<file path="src/common/dsw_pkg.sv">
// shared constants and carrier types of the data space window logic
package dsw_pkg;

  // ---------------------------------------------------------------
  // widths
  // ---------------------------------------------------------------
  localparam int DATA_W      = 8;
  localparam int ADDR_W      = 8;
  localparam int OFS_W       = 6;
  localparam int WIN_W       = 7;
  localparam int ROM_ADDR_W  = WIN_W + OFS_W;
  localparam int EE_PAGE_W   = 3;
  localparam int EE_ADDR_W   = EE_PAGE_W + OFS_W;
  localparam int RAM_PAGE_W  = 2;
  localparam int RAM_ADDR_W  = RAM_PAGE_W + OFS_W;

  // ---------------------------------------------------------------
  // data space areas, selected by address bits 7:6
  // ---------------------------------------------------------------
  localparam logic [1:0] AREA_BANKED  = 2'h0;  // 00h..3fh
  localparam logic [1:0] AREA_ROM_WIN = 2'h1;  // 40h..7fh
  localparam logic [1:0] AREA_RAM_DIR = 2'h2;  // 80h..bfh
  localparam logic [1:0] AREA_REGS    = 2'h3;  // c0h..ffh

  // ---------------------------------------------------------------
  // register offsets
  // ---------------------------------------------------------------
  localparam logic [ADDR_W-1:0] ROM_WINDOW_BASE_OFS  = 8'hc9;
  localparam logic [ADDR_W-1:0] BANK_PAGE_SELECT_OFS = 8'he8;

  // ---------------------------------------------------------------
  // bank select fields
  // ---------------------------------------------------------------
  localparam int EE_LO_BIT     = 0;
  localparam int EE_HI_BIT     = 1;
  localparam int EE_UPPER_BIT  = 7;
  localparam int RAM_FIRST_BIT = 2;
  localparam int RAM_BANKS     = 3;
  localparam logic [EE_PAGE_W-1:0] EE_UPPER_PAGE0 = 3'h3;

  // direct ram sits in array page 0, banked ram pages 2..4 in 1..3
  localparam logic [RAM_PAGE_W-1:0] RAM_DIR_PAGE = 2'h0;

  // ---------------------------------------------------------------
  // reset and idle values
  // ---------------------------------------------------------------
  localparam logic [DATA_W-1:0] RDATA_RESET = 8'h00;
  localparam logic [DATA_W-1:0] READ_NONE   = 8'h00;

  // ---------------------------------------------------------------
  // carriers
  // ---------------------------------------------------------------
  typedef struct packed {
    logic [ADDR_W-1:0] addr;
    logic [DATA_W-1:0] wdata;
    logic              wr;
    logic              rd;
  } dsw_bus_req_t;

  typedef struct packed {
    logic [EE_ADDR_W-1:0] addr;
    logic [DATA_W-1:0]    wdata;
    logic                 wr;
    logic                 rd;
  } dsw_ee_req_t;

  typedef enum logic [1:0] {
    SRC_NONE,
    SRC_RAM,
    SRC_ROM,
    SRC_EE
  } dsw_src_t;

endpackage

</file>
<file path="src/logic/dsw_data_window.sv">
// data space address translation: rom window, direct ram, banked area
//
// Functional notes
// - addresses 40h..7fh read program rom bytes, writes there ignored
// - writing c9h moves the rom window in 64-byte steps
// - rom address is window base above the low six address bits
// - window base holds seven bits, the upper rom address bits
// - window base has no reset value
// - window base is write-only, reads return zero
// - 64 bytes of ram sit unbanked at 80h..bfh
// - extra ram and eeprom reached only as 64-byte banks at 00h..3fh
// - bank select register at e8h picks the banked page
// - every rom byte may be code or window data
// - bits 0,1,7 pick eeprom pages 0..5 (01..03h, 81..83h)
// - bits 2,3,4 map ram pages 2,3,4 (04h, 08h, 10h)
// - bank select is write-only and has no reset value
`timescale 1ns/1ps

module dsw_data_window #(
  parameter int RAM_BYTES = 256
) (
  input  wire logic                          MCLK,
  input  wire logic                          RESET,
  input  wire logic                          CE,
  input  wire dsw_pkg::dsw_bus_req_t         BUS_REQ,
  output logic [dsw_pkg::DATA_W-1:0]         RDATA,
  output logic [dsw_pkg::ROM_ADDR_W-1:0]     ROM_ADDR,
  input  wire logic [dsw_pkg::DATA_W-1:0]    ROM_DATA,
  output dsw_pkg::dsw_ee_req_t               EE_REQ,
  input  wire logic [dsw_pkg::DATA_W-1:0]    EE_RDATA,
  output logic                               BANK_NONE
);

  // ---------------------------------------------------------------
  // storage
  // ---------------------------------------------------------------
  logic [dsw_pkg::WIN_W-1:0]  rom_window_upper_bits_q;
  logic [dsw_pkg::DATA_W-1:0] bank_page_select_q;
  logic [dsw_pkg::DATA_W-1:0] ram_mem [RAM_BYTES];
  logic [dsw_pkg::DATA_W-1:0] rdata_q;
  logic                       bank_none_q;

  // ---------------------------------------------------------------
  // decode
  // ---------------------------------------------------------------
  logic [1:0]                     area;
  logic [dsw_pkg::OFS_W-1:0]      ofs;
  logic                           wr_en;
  logic                           rd_en;
  logic [dsw_pkg::RAM_BANKS-1:0]  ram_bit;
  logic [1:0]                     ee_sel;
  logic                           ee_hit;
  logic                           ram_bank_hit;
  logic [dsw_pkg::RAM_PAGE_W-1:0] ram_bank_page;
  logic [dsw_pkg::EE_PAGE_W-1:0]  ee_page;
  logic                           ram_acc;
  logic [dsw_pkg::RAM_PAGE_W-1:0] ram_page;
  logic [dsw_pkg::RAM_ADDR_W-1:0] ram_addr;
  logic                           ee_acc;
  dsw_pkg::dsw_src_t              src;

  assign area  = BUS_REQ.addr[7:6];
  assign ofs   = BUS_REQ.addr[dsw_pkg::OFS_W-1:0];
  assign wr_en = CE & BUS_REQ.wr;
  assign rd_en = CE & BUS_REQ.rd;

  assign ee_sel = {bank_page_select_q[dsw_pkg::EE_HI_BIT],
                   bank_page_select_q[dsw_pkg::EE_LO_BIT]};
  assign ee_hit = (ee_sel != 2'h0);

  // one enable bit per extra ram page
  genvar gi;
  generate
    for (gi = 0; gi < dsw_pkg::RAM_BANKS; gi = gi + 1)
    begin : g_ram_bit
      assign ram_bit[gi] =
        bank_page_select_q[dsw_pkg::RAM_FIRST_BIT + gi];
    end
  endgenerate

  // eeprom wins over ram, then lowest ram bit; only matters when
  // software breaks the one-bank convention
  always_comb
  begin
    ram_bank_hit  = 1'b1;
    ram_bank_page = 2'h1;
    if (ram_bit[0])
    begin
      ram_bank_page = 2'h1;
    end
    else if (ram_bit[1])
    begin
      ram_bank_page = 2'h2;
    end
    else if (ram_bit[2])
    begin
      ram_bank_page = 2'h3;
    end
    else
    begin
      ram_bank_hit = 1'b0;
    end
  end

  // pages 0..2 from 01h..03h, bit 7 adds three
  always_comb
  begin
    ee_page = {1'b0, ee_sel} - 3'h1;
    if (bank_page_select_q[dsw_pkg::EE_UPPER_BIT])
    begin
      ee_page = ee_page + dsw_pkg::EE_UPPER_PAGE0;
    end
  end

  // ---------------------------------------------------------------
  // area routing
  // ---------------------------------------------------------------
  always_comb
  begin
    ram_acc  = 1'b0;
    ram_page = dsw_pkg::RAM_DIR_PAGE;
    ee_acc   = 1'b0;
    src      = dsw_pkg::SRC_NONE;
    case (area)
      dsw_pkg::AREA_BANKED:
      begin
        if (ee_hit)
        begin
          ee_acc = 1'b1;
          src    = dsw_pkg::SRC_EE;
        end
        else if (ram_bank_hit)
        begin
          ram_acc  = 1'b1;
          ram_page = ram_bank_page;
          src      = dsw_pkg::SRC_RAM;
        end
      end
      dsw_pkg::AREA_ROM_WIN:
      begin
        src = dsw_pkg::SRC_ROM;
      end
      dsw_pkg::AREA_RAM_DIR:
      begin
        ram_acc = 1'b1;
        src     = dsw_pkg::SRC_RAM;
      end
      default:
      begin
        // fixed registers belong to other blocks; both ours read 0
        src = dsw_pkg::SRC_NONE;
      end
    endcase
  end

  assign ram_addr = {ram_page, ofs};

  // ---------------------------------------------------------------
  // translated addresses
  // ---------------------------------------------------------------
  // rom and eeprom answer combinationally so data lands in rdata_q
  // one cycle after the strobe, as the core bus expects
  assign ROM_ADDR = {rom_window_upper_bits_q, ofs};

  always_comb
  begin
    EE_REQ.addr  = {ee_page, ofs};
    EE_REQ.wdata = BUS_REQ.wdata;
    EE_REQ.wr    = wr_en & ee_acc;
    EE_REQ.rd    = rd_en & ee_acc;
  end

  // ---------------------------------------------------------------
  // write-only registers, deliberately without reset
  // ---------------------------------------------------------------
  always_ff @(posedge MCLK)
  begin
    if (wr_en && BUS_REQ.addr == dsw_pkg::ROM_WINDOW_BASE_OFS)
    begin
      // upper data bit has no storage
      rom_window_upper_bits_q <=
        BUS_REQ.wdata[dsw_pkg::WIN_W-1:0];
    end
  end

  always_ff @(posedge MCLK)
  begin
    if (wr_en && BUS_REQ.addr == dsw_pkg::BANK_PAGE_SELECT_OFS)
    begin
      bank_page_select_q <= BUS_REQ.wdata;
    end
  end

  // ---------------------------------------------------------------
  // ram array
  // ---------------------------------------------------------------
  always_ff @(posedge MCLK)
  begin
    if (wr_en && ram_acc)
    begin
      ram_mem[ram_addr] <= BUS_REQ.wdata;
    end
  end

  // ---------------------------------------------------------------
  // read data, valid from the cycle after the read strobe until the next enabled cycle
  // ---------------------------------------------------------------
  always_ff @(posedge MCLK)
  begin
    if (RESET)
    begin
      rdata_q <= dsw_pkg::RDATA_RESET;
    end
    else if (CE)
    begin
      if (BUS_REQ.rd)
      begin
        case (src)
          dsw_pkg::SRC_RAM: rdata_q <= ram_mem[ram_addr];
          dsw_pkg::SRC_ROM: rdata_q <= ROM_DATA;
          dsw_pkg::SRC_EE:  rdata_q <= EE_RDATA;
          default:          rdata_q <= dsw_pkg::READ_NONE;
        endcase
      end
      else
      begin
        rdata_q <= dsw_pkg::READ_NONE;
      end
    end
  end

  // flags that the banked area currently maps nothing
  always_ff @(posedge MCLK)
  begin
    if (RESET)
    begin
      bank_none_q <= 1'b1;
    end
    else if (CE)
    begin
      bank_none_q <= ~(ee_hit | ram_bank_hit);
    end
  end

  assign RDATA     = rdata_q;
  assign BANK_NONE = bank_none_q;

endmodule

</file>
<file path="config.mk">
export PLATFORM = sky130hd
export DESIGN_NAME = dsw_data_window
export DESIGN_NICKNAME = d
export VERILOG_FILES = /design/src/common/dsw_pkg.sv /design/src/logic/dsw_data_window.sv
export SDC_FILE = /design/constraint.sdc
export NUM_CORES = 2
export LEC_CHECK = 0
export BUFFER_PORTS_ARGS = -buffer_cell sky130_fd_sc_hd__buf_4
export CAP_MARGIN = 20
export CORE_MARGIN = 2
export CORE_UTILIZATION = 40
export CTS_CLUSTER_DIAMETER = 40
export CTS_CLUSTER_SIZE = 25
export DETAILED_ROUTE_END_ITERATION = 10
export RECOVER_POWER = 25
export SYNTH_ARGS = -nofsm -noshare
export SYNTH_HDL_FRONTEND = slang
export SYNTH_SLANG_ARGS = --single-unit
export TNS_END_PERCENT = 30
</file>
<file path="constraint.sdc">
create_clock -name MCLK -period 6.2 [get_ports MCLK]
set_input_delay 0.31 -clock MCLK [delete_from_list [all_inputs] [get_ports MCLK]]
set_output_delay 0.31 -clock MCLK [all_outputs]
set_load 0.02 [all_outputs]
</file>
After elaboration in Yosys (flattened, before gate mapping)
Memories as Yosys holds them, arrays and structs flattened.
Index checks and enable logic that the tools add are counted.
{"block": "op_classes", "shift": 0, "reduce_logical": 5, "n_eq_ne": 7, "n_bitwise": 6, "n_div": 0, "order_cmp": 0, "n_mul": 0, "addsub": 2, "muxes": 22}
{"op": "case mux 8 bit (3 select lines)", "n": 1}
{"op": "equality test 8 bit, second input constant", "n": 2}
{"op": "2-to-1 mux 2 bit", "n": 7}
{"op": "2-to-1 mux 1 bit", "n": 10}
{"op": "2-to-1 mux 8 bit", "n": 1}
{"op": "equality test 2 bit, second input constant", "n": 3}
{"op": "case mux 2 bit (3 select lines)", "n": 1}
{"op": "bitwise AND 1 bit", "n": 4}
{"op": "equality test 2 x 1 -> 1 bit, second input constant", "n": 2}
{"op": "adder 3 x 2 -> 3 bit, second input constant", "n": 1}
{"op": "logical AND 1 bit", "n": 3}
{"op": "2-to-1 mux 3 bit", "n": 1}
{"op": "subtractor 2 x 1 -> 3 bit, second input constant", "n": 1}
{"op": "logical NOT 2 bit", "n": 1}
{"op": "case mux 1 bit (2 select lines)", "n": 1}
{"op": "nonzero test 2 bit", "n": 1}
{"op": "NOT 1 bit", "n": 1}
{"op": "bitwise OR 1 bit", "n": 1}
{"block": "word_totals", "ram_bits": 2048, "input_bits": 37, "register_bits": 24, "romBits": 0, "memories": 1, "latchBits": 0, "out_inout_bits": 41}
{"memory": "ram_mem", "words": 256, "word_bits": 8, "read_ports": 1, "rd_clocked_by_memory_dff": 0, "write_ports": 1, "line_no": "dsw_data_window.sv:39", "text": "logic [dsw_pkg::DATA_W-1:0] ram_mem [RAM_BYTES];"}

Logic depth before layout (Yosys ltp)
{"block": "depth", "word_depth": 9, "mapped_depth": 12, "ltp_nobuf": 9}

Worst setup path after synthesis
No wires, ideal clock.
{"block": "synth_path", "path_type": "flip-flop to flip-flop", "startpoint": "reg bank_page_select_q[0] in the netlist's numbering", "endpoint": "mem ram_mem[134][0] in the netlist's numbering, enable pin", "path_buffers": 4, "setup_slack_ps": 3362, "arrival_ps": 2468, "path_stages_with_launch": 11, "required_ps": 5830, "period_less_slack_ps": 2838, "cell_sequence": "edfxtp_1 inv_1 ha_1 clkbuf_1 nor3b_2 and3_1 clkbuf_1 nand2b_1 clkbuf_1 clkbuf_1 nor2_1"}
{"block": "synth_via", "elab_chain_cells": 6, "word_cells_on_any_way": 8, "classes_between": "mux (6); reduce/logical (2)"}
{"element": "start: declaration", "line_no": "dsw_data_window.sv:38", "text": "logic [dsw_pkg::DATA_W-1:0] bank_page_select_q;"}
{"element": "start signal: assignment", "line_no": "dsw_data_window.sv:190", "text": "bank_page_select_q <= BUS_REQ.wdata;"}
{"element": "nonzero test 2 bit (*)", "line_no": "dsw_data_window.sv:69", "text": "assign ee_hit = (ee_sel != 2'h0);"}
{"element": "2-to-1 mux 1 bit", "line_no": "dsw_data_window.sv:127", "text": "if (ee_hit)"}
{"element": "case mux 1 bit (2 select lines)", "line_no": "dsw_data_window.sv:124", "text": "case (area)"}
{"element": "logical AND 1 bit", "line_no": "dsw_data_window.sv:199", "text": "if (wr_en && ram_acc)"}
{"element": "2-to-1 mux 1 bit", "line_no": "dsw_data_window.sv:199"}
{"element": "2-to-1 mux 1 bit (implied by the code)", "line_no": "dsw_data_window.sv:201", "text": "ram_mem[ram_addr] <= BUS_REQ.wdata;"}
{"element": "end: declaration", "line_no": "dsw_data_window.sv:39"}
Mark *: on every way between the ends. The rest lies on a longest branch, timed or not.

Worst setup path in the final report
{"block": "layout_path", "startpoint": "in BUS_REQ[7] in the netlist's numbering", "endpoint": "out EE_REQ[7] in the netlist's numbering"}
{"element": "start: declaration", "line_no": "dsw_data_window.sv:25", "text": "input wire dsw_pkg::dsw_bus_req_t BUS_REQ,"}
{"element": "end: declaration", "line_no": "dsw_data_window.sv:29", "text": "output dsw_pkg::dsw_ee_req_t EE_REQ,"}
No word-level cell between the ends.

==> results.txt <==
Synth Area in Simple Gates -> 0.0269
R2r setup slk -> 1.70 ns
CTS Sinks -> 2070
Critical Path End Type -> output port
Hold slack -> 0.0108 ns
Post-synthesis net count -> 3767
R2r endpoint -> ram_mem[82][6]$_DFFE_PP_
Fill count -> 16200
Drc violations -> 0
Endpoints failing hold -> 0
Unique masters post-synth -> 64
RSZ-0062 raised after global routing -> false
Num rows -> 164
Die Wd -> 451 um
Met3 usage -> 0.0415
Hold Path Cell Cnt -> 1
Setup violators final -> 0
I/O pin count -> 78
Initial Utilization -> 0.402
Ratio of cells with drive above 1 in the final layout -> 0.263
Routed vias/inst -> 5.82
Leading post-synthesis cells by cell area -> edfxtp_1 (77%), mux4_2 (13%), a22oi_1 (1.7%), nor2_1 (1.4%), mux2i_1 (1.1%)
Ys flop type -> edfxtp_1
Synth-to-Final Area Change -> 16.1%
Critical Path RT -> 5.89 ns
Worst-path maximum fanout -> 91
Routed via count -> 39700
CTS Root Cell -> clkbuf_16
PD cells -> 353 nW/um2
DRT iter0 DRCs -> 4671
Avg Cell Area, Syn -> 21.5 um2
Reg2Reg Depth -> 8
Vias in the first global route -> 39600
Crit path time final -> 5.00 ns
Syn Std Cell Area -> 80000 um2
Fin Setup TNS -> 0 ns
Syn Inst Count -> 3728
Register area share after synthesis -> 0.776
Fin nets -> 3989
Synth Area in XOR/XNOR -> 0.000328
Seq cells post-synth -> 2070
Worst path arrival time -> 4.69 ns
Mux contribution to synthesized area -> 0.147
Main combinational cell family by area after synthesis -> multiplexers
Clock skew -> 0.0583 ns
Status -> finished with violations
Leakage dissipation -> 0.0288 uW
Pre-antenna DRT Iters -> 5
GRT overflow -> 0
IO buf count -> 77
Largest net degree at the start of global routing -> 196
WHS Endpoint -> ram_mem[172][0]$_DFFE_PP_
Failing checks -> max-capacitance violations, max-slew violations
Synth Area in Compound Gates -> 0.0313
Clock Latency Late Sink -> 0.91 ns
Crit path launch type -> primary input
Core area -> 199000 um2
Worst-case vdd ir drop -> 333 uV
Met1 Track Usage GR -> 0.287
Clock slew at reported path FFs -> 0.05 ns
Max Cap Violations -> 8
Most Crowded Layer GR -> met2
Hold_sp -> BUS_REQ[2]
Share of the synthesized area in the top cell type -> 0.774
Post-route clock period utilization -> 0.806
GP Congestion -> 0.891
Number of enable flip-flop cells after synthesis -> 2061
CTS max path bufs -> 4
Number of H-tree levels -> 5
Reg2Reg Launch Point -> bank_page_select_q[0]$_DFFE_PP_
Worst slew pin tran -> 4.55 ns
Num CTS Buffers -> 287
HPWL after detailed placement -> 123 mm
CTS tree -> built
Synth Area in Adders -> 0.000313
Slew Limit Fails -> 511
Fmax -> 200 MHz
HP Class -> primary input to flop
Area of the die -> 204000 um2
Max_slew headroom -> -2.03
Initial antenna violation count -> 2
GRT met2 Usage -> 0.312
Crit Path Class -> primary input to output port
First-pass GRT wire length -> 297 mm
Die height -> 451 um
Final wirelength -> 208 mm
Largest area contributor in the netlist -> edfxtp_1
Total GRT Usage -> 0.203
Avg WL per Cell -> 30.5 um
Final ANT Viol Nets -> 0
Synthesis Warnings -> 0
Post-synthesis async set-or-reset flop share -> 0
layout by cell type (no fill, tap or decap), types with 13 or more instances in the layout:
| cell type | instances |
|---|---|
| nor3_1 | 13 |
| clkbuf_16 | 291 |
| clkbuf_1 | 33 |
| nand4_1 | 23 |
| a22o_1 | 15 |
| clkinv_1 | 26 |
| a22oi_1 | 177 |
| mux2i_1 | 89 |
| a221oi_1 | 18 |
| bufinv_16 | 25 |
| clkinvlp_4 | 28 |
| o22ai_1 | 19 |
| a21oi_1 | 37 |
| clkinv_2 | 22 |
| mux4_2 | 478 |
| clkinv_4 | 18 |
| nand2_1 | 57 |
| edfxtp_1 | 2061 |
| buf_12 | 14 |
| nor2_1 | 289 |
| buf_4 | 124 |
| inv_6 | 41 |
| inv_8 | 19 |
| nand3_1 | 20 |
| o21ai_0 | 18 |
synth_stat cells, types with 5 or more instances:
master and n:
a21oi_1 37, a221oi_1 18, a22o_1 15, a22oi_1 177
a31oi_1 12, and2_1 6, and3_1 11, and4_1 5
buf_1 12, buf_2 62, buf_4 51, buf_6 25
clkbuf_1 87, dfxtp_1 9, edfxtp_1 2061, inv_1 13
mux2i_1 89, mux4_1 5, mux4_2 478, nand2_1 57
nand2b_1 11, nand3_1 20, nand4_1 23, nor2_1 296
nor2b_1 9, nor3_1 13, nor4_1 11, o21ai_0 18
o22ai_1 19, or3_1 6, or4_1 5
flip-flops by register name, summed over array words and instances (netlist names):
register	count
RDATA	8
ram_mem	2048
BANK_NONE	1
rom_window_upper_bits_q	7
bank_page_select_q	6
how the worst max path moves through the flow:
stage	from	to	slack, ns
2_1_floorplan	bank_page_select_q[0]$_DFFE_PP_	ram_mem[134][0]$_DFFE_PP_	3.36
3_3_place_gp	BUS_REQ[10]	RDATA[4]$_SDFFE_PP0P_	1.73
3_5_place_dp	BUS_REQ[10]	RDATA[4]$_SDFFE_PP0P_	1.72
4_1_cts	bank_page_select_q[0]$_DFFE_PP_	ram_mem[168][3]$_DFFE_PP_	1.71
5_1_grt	BUS_REQ[7]	EE_REQ[7]	0.88
6_report	BUS_REQ[7]	EE_REQ[7]	1.20
report_power, final:
group          internal (uW)  switching, uW
Clock                   9810           6300
Combinational            417            820
Sequential             15400           4.08
Total                  25600           7120
final cells by class:
class	count	area [um2]	share of cell area
sequential	2070	62100	0.668
multi-input combinational	1405	16500	0.178
clock buffer	313	7380	0.0795
tap	2656	3320	0.0358
clock inverter	186	2030	0.0218
timing repair buffer	172	1500	0.0161
inverter	14	52.6	0.000566
antenna	2	5.00	0.0000539
layer usage:
metal	part of all wire	wire length, um
met5	0	0
met4	0.036	7400
met3	0.080	16700
met2	0.47	98300
met1	0.41	85500
worst max-delay path, stage by stage:
cell and delay [ns]:
dlygate4sd3_1 0.56, clkbuf_1 3.11, buf_4 0.54
kinds of logic (layout without fill, tap and decap cells):
group	count (synthesis)	count (layout)
xor+xnor	3	3
flops	2070	2070
mux	573	573
buf+inv	253	685
other cells	0	2
compound gates	343	343
simple gates	484	484
fa+ha+maj	2	2
through the flow:
step	utilization	setup WS, ns	area, um2	instances	power, uW
3_5_place_dp	0.419	1.72	83400	6304	16900
3_3_place_gp	0.419	1.73	83400	6304	16900
2_1_floorplan	-	3.36	80000	3728	16300
6_report	0.466	1.20	92900	6818	32800
4_1_cts	0.467	1.71	93000	6815	33000
5_1_grt	0.466	0.877	92900	6816	33600
timing repair:
action / in CTS / in global routing
setup buffers: 0 / 0
hold buffers: 12 / 0
hold endpoints to repair: 435 / 0
gates resized for setup: 0 / 0
No activity file was read; power rests on OpenSTA's default activity.
